[config.mk]
export PLATFORM = sky130hd
export DESIGN_NAME = mic_irq_controller
export DESIGN_NICKNAME = d
export VERILOG_FILES = /design/src/logic/mic_irq_controller.v /design/src/logic/mic_pin_sync.v
export VERILOG_INCLUDE_DIRS = /design/src /design/src/logic
export SDC_FILE = /design/constraint.sdc
export NUM_CORES = 1
export LEC_CHECK = 0
export ABC_AREA = 1
export BUFFER_PORTS_ARGS = -buffer_cell sky130_fd_sc_hd__buf_2
export CAP_MARGIN = 20
export CORE_AREA = 2 2 117 119
export DETAILED_ROUTE_END_ITERATION = 10
export DIE_AREA = 0 0 119 121
export SKIP_CTS_REPAIR_TIMING = 1
export SYNTH_ARGS = -nofsm -noshare
export SYNTH_HDL_FRONTEND = slang
export SYNTH_SLANG_ARGS = --single-unit
export TNS_END_PERCENT = 10
[constraint.sdc]
create_clock -name clock -period 2.13 [get_ports clock]
set_input_delay 0.3195 -clock clock [delete_from_list [all_inputs] [get_ports clock]]
set_output_delay 0.3195 -clock clock [all_outputs]
set_load 0.03 [all_outputs]
[src/logic/mic_irq_consts.vh]
// Register offsets, bit positions, vectors and widths of the interrupt controller
`ifndef MIC_IRQ_CONSTS_VH
`define MIC_IRQ_CONSTS_VH
`define MIC_OFS_EDGE      12'h000
`define MIC_OFS_CTRL0     12'h004
`define MIC_OFS_CTRL1     12'h008
`define MIC_OFS_TOUCH     12'h00C
`define MIC_OFS_TIMER     12'h010
`define MIC_OFS_CORE      12'h014
`define MIC_ADDR_W        12
`define MIC_PC_W          13
`define MIC_REG_RST       8'h00
`define MIC_EDGE_OFF      2'h0
`define MIC_EDGE_RISE     2'h1
`define MIC_EDGE_FALL     2'h2
`define MIC_EDGE_BOTH     2'h3
`define MIC_B_GIE         0
`define MIC_B_EXTE        1
`define MIC_B_SH0E        2
`define MIC_B_SH1E        3
`define MIC_B_EXTF        4
`define MIC_B_SH0F        5
`define MIC_B_SH1F        6
`define MIC_B_SERE        0
`define MIC_B_TBE         1
`define MIC_B_EEE         2
`define MIC_B_SERF        4
`define MIC_B_TBF         5
`define MIC_B_EEF         6
`define MIC_B_LO_E        0
`define MIC_B_HI_E        1
`define MIC_B_LO_F        4
`define MIC_B_HI_F        5
`define MIC_MASK_EDGE     8'h03
`define MIC_MASK_CTRL0    8'h7F
`define MIC_MASK_CTRL1    8'h77
`define MIC_MASK_SUB      8'h33
`define MIC_VEC_EXT       13'h0004
`define MIC_VEC_SER       13'h0008
`define MIC_VEC_TB        13'h000C
`define MIC_VEC_EE        13'h0010
`define MIC_VEC_SH0       13'h0014
`define MIC_VEC_SH1       13'h0018
`define MIC_SRC_EXT       0
`define MIC_SRC_SER       1
`define MIC_SRC_TB        2
`define MIC_SRC_EE        3
`define MIC_SRC_SH0       4
`define MIC_SRC_SH1       5
`define MIC_NSRC          6
`define MIC_RESP_OKAY     2'h0
`define MIC_RESP_SLVERR   2'h2
`endif

[src/logic/mic_irq_controller.v]
// Interrupt controller: flags, enables, priority, vectoring, wake-up and AXI4-Lite registers
//
// The address map and register access over AXI4-Lite are this design's own decisions.
`include "mic_irq_consts.vh"

// What this block does
// RULE1 - Edge field: off, rise, fall, both edges
// RULE2 - Flags set always; jump needs enable
// RULE3 - Global enable low blocks every jump
// RULE4 - Take: push PC, load vector
// RULE5 - Return pops saved PC to resume
// RULE6 - Servicing clears global enable automatically
// RULE7 - Blocked requests still latch their flags
// RULE8 - Full stack holds off acknowledgement
// RULE9 - Any newly set flag wakes device
// RULE10 - Software presets flag to avoid wake
// RULE11 - Pin edge of chosen type sets flag
// RULE12 - Pin vector needs global, enable, room
// RULE13 - Servicing pin clears its flag, global
// RULE14 - Software configures pin sharing and direction; this block has only the edge select, with no pin sharing or direction control
// RULE15 - Individual vectors plus two shared requests
// RULE16 - Control register 0 bit layout
// RULE17 - Control register 1 bit layout
// RULE18 - Touch register bit layout
// RULE19 - Timer register bit layout
// RULE20 - Unused bits zero; reset clears all but state, which loads ST_IDLE
// RULE21 - Shared vector clears only shared flag
// RULE22 - Fixed priority, shared as one source
// RULE23 - Distinct fixed vector per request
module mic_irq_controller
(
   // Clock and reset
   input  wire                   clock,
   input  wire                   rst_n,
   // AXI4-Lite write address
   input  wire [11:0]            s_axi_awaddr,
   input  wire                   s_axi_awvalid,
   output wire                   s_axi_awready,
   // AXI4-Lite write data
   input  wire [31:0]            s_axi_wdata,
   input  wire [3:0]             s_axi_wstrb,
   input  wire                   s_axi_wvalid,
   output wire                   s_axi_wready,
   // AXI4-Lite write response
   output reg  [1:0]             s_axi_bresp,
   output reg                    s_axi_bvalid,
   input  wire                   s_axi_bready,
   // AXI4-Lite read address
   input  wire [11:0]            s_axi_araddr,
   input  wire                   s_axi_arvalid,
   output wire                   s_axi_arready,
   // AXI4-Lite read data
   output reg  [31:0]            s_axi_rdata,
   output reg  [1:0]             s_axi_rresp,
   output reg                    s_axi_rvalid,
   input  wire                   s_axi_rready,
   // External request pin
   input  wire                   extPin,
   // Peripheral event pulses
   input  wire                   serialIfEvent,
   input  wire                   timebaseEvent,
   input  wire                   eepromDoneEvent,
   input  wire                   touchSlotOvfEvent,
   input  wire                   touchThresholdEvent,
   input  wire                   timerCmpPEvent,
   input  wire                   timerCmpAEvent,
   // Core interface
   input  wire                   coreReady,
   input  wire [`MIC_PC_W-1:0]   corePc,
   input  wire                   stackFull,
   input  wire                   returnFromIrq,
   input  wire [`MIC_PC_W-1:0]   stackTopPc,
   input  wire                   lowPower,
   output reg                    irqTake,
   output reg                    stackPush,
   output reg  [`MIC_PC_W-1:0]   pushPc,
   output reg                    pcLoad,
   output reg  [`MIC_PC_W-1:0]   pcLoadValue,
   output reg                    stackPop,
   output reg                    wakeUp
);

   // Take sequence states
   localparam [2:0] ST_IDLE = 3'b001;
   localparam [2:0] ST_PUSH = 3'b010;
   localparam [2:0] ST_LOAD = 3'b100;

   reg  [1:0]            edgeSelReg;
   reg  [7:0]            ctrl0Reg;
   reg  [7:0]            ctrl1Reg;
   reg  [7:0]            touchReg;
   reg  [7:0]            timerReg;
   reg  [2:0]            stateReg;
   reg  [2:0]            stateNext;
   reg  [`MIC_NSRC-1:0]  takenSrcReg;
   reg  [`MIC_PC_W-1:0]  vectorReg;
   reg  [`MIC_PC_W-1:0]  savedPcReg;
   reg                   pinPrevReg;
   reg  [11:0]           awAddrReg;
   reg                   awHeldReg;
   reg  [31:0]           wDataReg;
   reg  [3:0]            wStrbReg;
   reg                   wHeldReg;
   wire                  pinLevel;
   wire                  pinRise;
   wire                  pinFall;
   reg                   extEdge;
   wire [`MIC_NSRC-1:0]  pending;
   reg  [`MIC_NSRC-1:0]  grant;
   reg  [`MIC_PC_W-1:0]  grantVec;
   wire                  canTake;
   wire                  doWrite;
   wire [7:0]            wrByte;
   wire                  doRead;
   reg  [7:0]            rdByte;
   reg                   rdHit;
   wire                  wrHit;
   wire [7:0]            setC0;
   wire [7:0]            setC1;
   wire [7:0]            setTouch;
   wire [7:0]            setTimer;
   wire [7:0]            clrC0;
   wire [7:0]            clrC1;

   // Register update: software write, then hardware clears, then hardware sets win
   function [7:0] upd;
      input [7:0] cur;
      input       we;
      input [7:0] wv;
      input [7:0] mask;
      input [7:0] clr;
      input [7:0] set;
      reg   [7:0] tmp;
      begin
         tmp = we ? (wv & mask) : cur;
         upd = (tmp & ~clr) | set;
      end
   endfunction

   function isAddr;
      input [11:0] addr;
      input [11:0] ofs;
      begin
         isAddr = (addr[11:2] == ofs[11:2]);
      end
   endfunction

   mic_pin_sync uPinSync
   (
      .clock    (clock),
      .rst_n    (rst_n),
      .pinIn    (extPin),
      .levelOut (pinLevel)
   );

   assign pinRise = pinLevel & ~pinPrevReg;
   assign pinFall = ~pinLevel & pinPrevReg;

   // RULE1 edge decode
   always @*
   begin
      case (edgeSelReg)
         `MIC_EDGE_OFF:  extEdge = 1'b0;
         `MIC_EDGE_RISE: extEdge = pinRise;
         `MIC_EDGE_FALL: extEdge = pinFall;
         `MIC_EDGE_BOTH: extEdge = pinRise | pinFall;
         default:        extEdge = 1'b0;
      endcase
   end

   // RULE2 RULE7 RULE11 flags latch unconditionally
   assign setTouch = ({7'b0, touchSlotOvfEvent} << `MIC_B_LO_F)
                   | ({7'b0, touchThresholdEvent} << `MIC_B_HI_F);
   assign setTimer = ({7'b0, timerCmpPEvent} << `MIC_B_LO_F)
                   | ({7'b0, timerCmpAEvent} << `MIC_B_HI_F);
   assign setC1 = ({7'b0, serialIfEvent} << `MIC_B_SERF)
                | ({7'b0, timebaseEvent} << `MIC_B_TBF)
                | ({7'b0, eepromDoneEvent} << `MIC_B_EEF);
   // RULE15 shared flag raised by any included source request
   // Only an enabled source raises its shared flag, so a masked source never vectors
   assign setC0 = ({7'b0, extEdge} << `MIC_B_EXTF)
                | ({7'b0, |(setTouch & (touchReg << `MIC_B_LO_F))} << `MIC_B_SH0F)
                | ({7'b0, |(setTimer & (timerReg << `MIC_B_LO_F))} << `MIC_B_SH1F);

   assign pending[`MIC_SRC_EXT] = ctrl0Reg[`MIC_B_EXTE] & ctrl0Reg[`MIC_B_EXTF];
   assign pending[`MIC_SRC_SER] = ctrl1Reg[`MIC_B_SERE] & ctrl1Reg[`MIC_B_SERF];
   assign pending[`MIC_SRC_TB]  = ctrl1Reg[`MIC_B_TBE] & ctrl1Reg[`MIC_B_TBF];
   assign pending[`MIC_SRC_EE]  = ctrl1Reg[`MIC_B_EEE] & ctrl1Reg[`MIC_B_EEF];
   assign pending[`MIC_SRC_SH0] = ctrl0Reg[`MIC_B_SH0E] & ctrl0Reg[`MIC_B_SH0F];
   assign pending[`MIC_SRC_SH1] = ctrl0Reg[`MIC_B_SH1E] & ctrl0Reg[`MIC_B_SH1F];

   // RULE22 RULE23 fixed priority, one vector each
   always @*
   begin
      grant = {`MIC_NSRC{1'b0}};
      grantVec = `MIC_VEC_EXT;
      if (pending[`MIC_SRC_EXT])
      begin
         grant[`MIC_SRC_EXT] = 1'b1;
         grantVec = `MIC_VEC_EXT;
      end
      else if (pending[`MIC_SRC_SER])
      begin
         grant[`MIC_SRC_SER] = 1'b1;
         grantVec = `MIC_VEC_SER;
      end
      else if (pending[`MIC_SRC_TB])
      begin
         grant[`MIC_SRC_TB] = 1'b1;
         grantVec = `MIC_VEC_TB;
      end
      else if (pending[`MIC_SRC_EE])
      begin
         grant[`MIC_SRC_EE] = 1'b1;
         grantVec = `MIC_VEC_EE;
      end
      else if (pending[`MIC_SRC_SH0])
      begin
         grant[`MIC_SRC_SH0] = 1'b1;
         grantVec = `MIC_VEC_SH0;
      end
      else if (pending[`MIC_SRC_SH1])
      begin
         grant[`MIC_SRC_SH1] = 1'b1;
         grantVec = `MIC_VEC_SH1;
      end
   end

   // RULE3 RULE8 RULE12 take only with global enable and stack room
   assign canTake = (stateReg == ST_IDLE) & ctrl0Reg[`MIC_B_GIE] & ~stackFull
                  & coreReady & (|pending);

   always @*
   begin
      case (stateReg)
         ST_IDLE: stateNext = canTake ? ST_PUSH : ST_IDLE;
         ST_PUSH: stateNext = ST_LOAD;
         ST_LOAD: stateNext = ST_IDLE;
         default: stateNext = ST_IDLE;
      endcase
   end

   // RULE6 RULE13 RULE21 auto-clear on take: global, and the taken flag only
   assign clrC0 = canTake ? (({7'b0, 1'b1} << `MIC_B_GIE)
                | ({7'b0, grant[`MIC_SRC_EXT]} << `MIC_B_EXTF)
                | ({7'b0, grant[`MIC_SRC_SH0]} << `MIC_B_SH0F)
                | ({7'b0, grant[`MIC_SRC_SH1]} << `MIC_B_SH1F)) : 8'h00;
   assign clrC1 = canTake ? (({7'b0, grant[`MIC_SRC_SER]} << `MIC_B_SERF)
                | ({7'b0, grant[`MIC_SRC_TB]} << `MIC_B_TBF)
                | ({7'b0, grant[`MIC_SRC_EE]} << `MIC_B_EEF)) : 8'h00;

   // AXI4-Lite: address and data may arrive in either order
   assign s_axi_awready = ~awHeldReg & ~s_axi_bvalid;
   assign s_axi_wready  = ~wHeldReg & ~s_axi_bvalid;
   assign s_axi_arready = ~s_axi_rvalid;
   assign doWrite = awHeldReg & wHeldReg & ~s_axi_bvalid & wStrbReg[0];
   assign wrByte  = wDataReg[7:0];
   assign doRead  = s_axi_arvalid & ~s_axi_rvalid;
   assign wrHit   = isAddr(awAddrReg, `MIC_OFS_EDGE) | isAddr(awAddrReg, `MIC_OFS_CTRL0)
                  | isAddr(awAddrReg, `MIC_OFS_CTRL1) | isAddr(awAddrReg, `MIC_OFS_TOUCH)
                  | isAddr(awAddrReg, `MIC_OFS_TIMER) | isAddr(awAddrReg, `MIC_OFS_CORE);

   // RULE16 RULE17 RULE18 RULE19 RULE20 read map, unused bits zero
   always @*
   begin
      rdHit = 1'b1;
      rdByte = 8'h00;
      if (isAddr(s_axi_araddr, `MIC_OFS_EDGE))
         rdByte = {6'b0, edgeSelReg};
      else if (isAddr(s_axi_araddr, `MIC_OFS_CTRL0))
         rdByte = ctrl0Reg;
      else if (isAddr(s_axi_araddr, `MIC_OFS_CTRL1))
         rdByte = ctrl1Reg;
      else if (isAddr(s_axi_araddr, `MIC_OFS_TOUCH))
         rdByte = touchReg;
      else if (isAddr(s_axi_araddr, `MIC_OFS_TIMER))
         rdByte = timerReg;
      else if (isAddr(s_axi_araddr, `MIC_OFS_CORE))
         rdByte = {5'b0, stateReg};
      else
         rdHit = 1'b0;
   end

   // RULE20 everything clears at reset except stateReg, which loads ST_IDLE
   always @(posedge clock or negedge rst_n)
   begin
      if (!rst_n)
      begin
         edgeSelReg   <= 2'h0;
         ctrl0Reg     <= `MIC_REG_RST;
         ctrl1Reg     <= `MIC_REG_RST;
         touchReg     <= `MIC_REG_RST;
         timerReg     <= `MIC_REG_RST;
         stateReg     <= ST_IDLE;
         takenSrcReg  <= {`MIC_NSRC{1'b0}};
         vectorReg    <= {`MIC_PC_W{1'b0}};
         savedPcReg   <= {`MIC_PC_W{1'b0}};
         pinPrevReg   <= 1'b0;
         awAddrReg    <= 12'h000;
         awHeldReg    <= 1'b0;
         wDataReg     <= 32'h0000_0000;
         wStrbReg     <= 4'h0;
         wHeldReg     <= 1'b0;
         s_axi_bvalid <= 1'b0;
         s_axi_bresp  <= `MIC_RESP_OKAY;
         s_axi_rvalid <= 1'b0;
         s_axi_rresp  <= `MIC_RESP_OKAY;
         s_axi_rdata  <= 32'h0000_0000;
         irqTake      <= 1'b0;
         stackPush    <= 1'b0;
         pushPc       <= {`MIC_PC_W{1'b0}};
         pcLoad       <= 1'b0;
         pcLoadValue  <= {`MIC_PC_W{1'b0}};
         stackPop     <= 1'b0;
         wakeUp       <= 1'b0;
      end
      else
      begin
         pinPrevReg <= pinLevel;
         // Bus channel capture
         if (s_axi_awvalid & s_axi_awready)
         begin
            awAddrReg <= s_axi_awaddr;
            awHeldReg <= 1'b1;
         end
         if (s_axi_wvalid & s_axi_wready)
         begin
            wDataReg <= s_axi_wdata;
            wStrbReg <= s_axi_wstrb;
            wHeldReg <= 1'b1;
         end
         if (awHeldReg & wHeldReg & ~s_axi_bvalid)
         begin
            awHeldReg    <= 1'b0;
            wHeldReg     <= 1'b0;
            s_axi_bvalid <= 1'b1;
            s_axi_bresp  <= wrHit ? `MIC_RESP_OKAY : `MIC_RESP_SLVERR;
         end
         else if (s_axi_bvalid & s_axi_bready)
            s_axi_bvalid <= 1'b0;
         if (doRead)
         begin
            s_axi_rvalid <= 1'b1;
            s_axi_rdata  <= {24'h00_0000, rdByte};
            s_axi_rresp  <= rdHit ? `MIC_RESP_OKAY : `MIC_RESP_SLVERR;
         end
         else if (s_axi_rvalid & s_axi_rready)
            s_axi_rvalid <= 1'b0;
         // Register state; hardware sets beat a same-cycle software write
         if (doWrite & isAddr(awAddrReg, `MIC_OFS_EDGE))
            edgeSelReg <= wrByte[1:0];
         ctrl0Reg <= upd(ctrl0Reg, doWrite & isAddr(awAddrReg, `MIC_OFS_CTRL0), wrByte,
                         `MIC_MASK_CTRL0, clrC0, setC0);
         ctrl1Reg <= upd(ctrl1Reg, doWrite & isAddr(awAddrReg, `MIC_OFS_CTRL1), wrByte,
                         `MIC_MASK_CTRL1, clrC1, setC1);
         // RULE21 source flags stay for software to clear
         touchReg <= upd(touchReg, doWrite & isAddr(awAddrReg, `MIC_OFS_TOUCH), wrByte,
                         `MIC_MASK_SUB, 8'h00, setTouch);
         timerReg <= upd(timerReg, doWrite & isAddr(awAddrReg, `MIC_OFS_TIMER), wrByte,
                         `MIC_MASK_SUB, 8'h00, setTimer);
         // RULE9 RULE10 only a newly set flag wakes; a preset flag stays quiet
         wakeUp <= lowPower & (|(setC0 & ~ctrl0Reg) | |(setC1 & ~ctrl1Reg)
                             | |(setTouch & ~touchReg) | |(setTimer & ~timerReg));
         // RULE4 push PC, then load vector
         stateReg  <= stateNext;
         irqTake   <= canTake;
         stackPush <= 1'b0;
         pcLoad    <= 1'b0;
         stackPop  <= 1'b0;
         if (canTake)
         begin
            takenSrcReg <= grant;
            vectorReg   <= grantVec;
            savedPcReg  <= corePc;
         end
         if (stateReg == ST_PUSH)
         begin
            stackPush <= 1'b1;
            pushPc    <= savedPcReg;
         end
         if (stateReg == ST_LOAD)
         begin
            pcLoad      <= 1'b1;
            pcLoadValue <= vectorReg;
         end
         // RULE5 return pops saved PC and reloads it
         else if (returnFromIrq & (stateReg == ST_IDLE))
         begin
            stackPop    <= 1'b1;
            pcLoad      <= 1'b1;
            pcLoadValue <= stackTopPc;
         end
      end
   end

endmodule

[src/logic/mic_pin_sync.v]
// Three-stage input synchroniser with agreement-based change detection
module mic_pin_sync
(
   // Clock and reset
   input  wire clock,
   input  wire rst_n,
   // Asynchronous pin and filtered level
   input  wire pinIn,
   output reg  levelOut
);

   reg stage1Reg;
   reg stage2Reg;
   reg stage3Reg;

   // Level only follows when stages two and three agree
   always @(posedge clock or negedge rst_n)
   begin
      if (!rst_n)
      begin
         stage1Reg <= 1'b0;
         stage2Reg <= 1'b0;
         stage3Reg <= 1'b0;
         levelOut  <= 1'b0;
      end
      else
      begin
         stage1Reg <= pinIn;
         stage2Reg <= stage1Reg;
         stage3Reg <= stage2Reg;
         if (stage2Reg == stage3Reg)
         begin
            levelOut <= stage3Reg;
         end
      end
   end

endmodule

==> results.sh <==
export IMPL_hold_depth=1
export IMPL_rows=42
export IMPL_crit_buf_inv=2
export IMPL_path_clk_slew_ps=70
export IMPL_cp_data_arrival_time_ps=2010
export IMPL_hold_viol_final=0
export IMPL_antenna_found_initial=0
export IMPL_crit_path_end_kind="register"
export IMPL_slew_limit_headroom_pct=44.1
export IMPL_worstHoldEndpoint="uPinSync.stage1Reg"
export IMPL_synth_cell_types=33
export IMPL_syn_avg_cell_area_um2=8.41
export IMPL_setup_tns_final_ps=0
export IMPL_fmax_mhz=562
export IMPL_diodes=0
export IMPL_io_pin_count=177
export IMPL_start_kind="register"
export IMPL_clk_latency_ps=350
export IMPL_peakVddDrop_uv=1130
export IMPL_r2r_end="pushPc[0]"
export IMPL_synth_seq_cells=109
export IMPL_layout_drive_gt1_share_pct=23.7
export IMPL_place_area_um2=5810
export IMPL_min_path_type="input pin to register"
export IMPL_gp_congestion=0.881
export IMPL_dieWidth_um=119
export IMPL_reg2reg_depth=5
export IMPL_critPathMaxStageDelay_ps=650
export IMPL_grt_util_all_layers_pct=17.3
export IMPL_grt_pass1_vias=4103
export IMPL_hold_start="extPin"
export IMPL_worstPathMaxFanout=15
export IMPL_worstPathRequired_ps=2360
export IMPL_core_um2=13100
export IMPL_yosysWarnings=0
export IMPL_die_h_um=121
export IMPL_numCtsBuffers=9
export IMPL_stdcell_area_um2=6130
export IMPL_cts_root_buf="clkbuf_16"
export IMPL_setup_viol=0
export IMPL_drc=0
export IMPL_nets=837
export IMPL_crit_type="register to register"
export IMPL_h_tree_depth=3
export IMPL_finalPower_mw=5.44
export IMPL_r2r_start="stateReg[1]"
export IMPL_fin_crit_ps=1780
export IMPL_hpwl_mm=8.76
export IMPL_grt_pass1_wl_mm=19.6
export IMPL_ys_seq_area_share_pct=53.3
export IMPL_routed_wl_mm=11.6
export IMPL_viasPerCell=4.60
export IMPL_outcome="complete, no violations"
export IMPL_critPathTopFamily="simple AND/OR/NAND/NOR gates"
export IMPL_path_cells="inv_1 > nor3_2 > inv_2 > nand2_1 > o21ai_0"
export IMPL_p_leak_nw=3.36
export IMPL_power_density_nw_per_um2=888
export IMPL_cts_sinks=109
export IMPL_rsz0062_at_grt="false"
export IMPL_fin_crit_sh_pct=83.6
export IMPL_fin_ws_ps=350
export IMPL_overflow=0
export IMPL_drtIter0Drc=313
export IMPL_slew_violations=0
export IMPL_hold_ws_ps=75.8
export IMPL_worst_pin_slew_ps=834
export IMPL_place_ws_ps=322
export IMPL_maxCapViolCount=0
export IMPL_start_util_pct=39.2
export IMPL_cts_tree="done"
export IMPL_cp_slowest_cell="nor3_2"
export IMPL_wl_per_cell_um=12.7
export IMPL_syn_to_final_growth_pct=19.6
export IMPL_finalClockSkew_ps=7.93
export IMPL_syn_inst=609
export IMPL_dr_pass1_iters=5
export IMPL_synth_area_um2=5120
export IMPL_rrSetupSlack_ps=350
export IMPL_port_buffers=117
export IMPL_grt_max_degree=58
export IMPL_ant_nets=0
export IMPL_vias=4191
export IMPL_die_area_um2=14400
export IMPL_cts_path_max_buffers=2
-- state kept, by name, indices dropped and copies added, names as in the netlist, 3 cells and up --
register and count:
pcLoadValue 13, pushPc 13, savedPcReg 13, awAddrReg 10, ctrl0Reg 7, s_axi_rdata 7, wDataReg 7, ctrl1Reg 6
timerReg 4, touchReg 4, stateReg 3, vectorReg 3
-- worst max-delay path by stage --
stage | endpoint | startpoint | cells past startpoint | slack [ps]
finish | pushPc[0] | stateReg[1] | 5 | 350
global route | pushPc[1] | stateReg[1] | 5 | 140
CTS | pushPc[1] | stateReg[1] | 4 | 300
detailed placement | pushPc[1] | stateReg[1] | 4 | 320
global placement | pushPc[1] | stateReg[1] | 5 | 330
floorplan | awAddrReg[10] | s_axi_bvalid | 4 | 310
-- where the power goes --
group	internal [mW]	total (mW)	switching (mW)
Sequential	2.37	2.60	0.222
Clock	0.929	1.72	0.787
Combinational	0.396	1.13	0.735
Total	3.70	5.44	1.74
-- Yosys cell counts --
| cell type | instances | area [um^2] |
|---|---|---|
| nand2_1 | 193 | 724 |
| dfrtp_1 | 108 | 2700 |
| inv_1 | 60 | 225 |
| nor2_1 | 50 | 188 |
| nand3_1 | 35 | 175 |
| a21oi_1 | 28 | 140 |
| buf_4 | 28 | 210 |
| mux2_2 | 12 | 135 |
| o21ai_1 | 12 | 60.1 |
| o21ai_0 | 11 | 55.1 |
| inv_2 | 10 | 37.5 |
| o211ai_1 | 10 | 75.1 |
| nor3_1 | 8 | 40.0 |
| buf_2 | 7 | 35.0 |
| nand4_1 | 5 | 31.3 |
| o22ai_1 | 4 | 25.0 |
| clkbuf_1 | 3 | 11.3 |
| nor2_4 | 3 | 33.8 |
| nor3_2 | 3 | 30.0 |
| a22o_1 | 2 | 17.5 |
| ha_1 | 2 | 25.0 |
| nand3_2 | 2 | 20.0 |
| nor2_2 | 2 | 12.5 |
| o21bai_1 | 2 | 15.0 |
| a31oi_1 | 1 | 6.26 |
| buf_6 | 1 | 11.3 |
| conb_1 | 1 | 3.75 |
| dfstp_2 | 1 | 26.3 |
| maj3_1 | 1 | 10.0 |
| nand2_2 | 1 | 6.26 |
| nand4_2 | 1 | 12.5 |
| o21ai_4 | 1 | 16.3 |
| or2_1 | 1 | 6.26 |
-- stage by stage --
| step | utilization [%] | cells |
|---|---|---|
| 2_1_floorplan | - | 635 |
| 3_3_place_gp | 44.4 | 894 |
| 3_5_place_dp | 44.4 | 894 |
| 4_1_cts | 46.8 | 910 |
| 5_1_grt | 46.8 | 911 |
| 6_report | 46.8 | 911 |
-- worst reg2reg max path: stages, from the launching register on --
cell and delay, ps:
dfrtp_1 390, inv_1 120, nor3_2 650, inv_2 290
nand2_1 130, o21ai_0 90
-- logic make-up (layout without fill, tap and decap cells) --
logic type	after synthesis	count (layout)	synth area share, %
DFF	109	109	53.3
AOI/OAI and AO/OA	71	71	8.01
muxes	12	12	2.64
adders and majority gates	3	3	0.684
other	1	27	0.0732
and+or+nand+nor	304	304	25.0
buffers and inverters	109	209	10.4
-- layout by cell type, fill, tap and decap left out, types with 12 or more instances in the layout --
master	n
nor2_1	50
mux2_2	12
dfrtp_1	108
nand2_1	193
conb_1	27
buf_2	116
nand3_1	35
a21oi_1	28
o21ai_1	12
inv_1	60
-- routing by layer --
layer	part of all wire (%)	vias up	GRT usage, %
li1	-	2120	-
met1	46	1929	22.9
met2	47	135	28.5
met4	1.0	0	3.50
met5	0	-	0
met3	5.6	7	5.03
-- layout make-up --
cell class	count	area, um^2
timing repair buffer	123	648
inverter	70	263
sequential	109	2730
fill	1290	6960
multi-input combinational	417	1960
tap	176	220
clock inverter	7	81.3
clock buffer	9	225
Note: power is estimated with default switching activity, not from simulation.
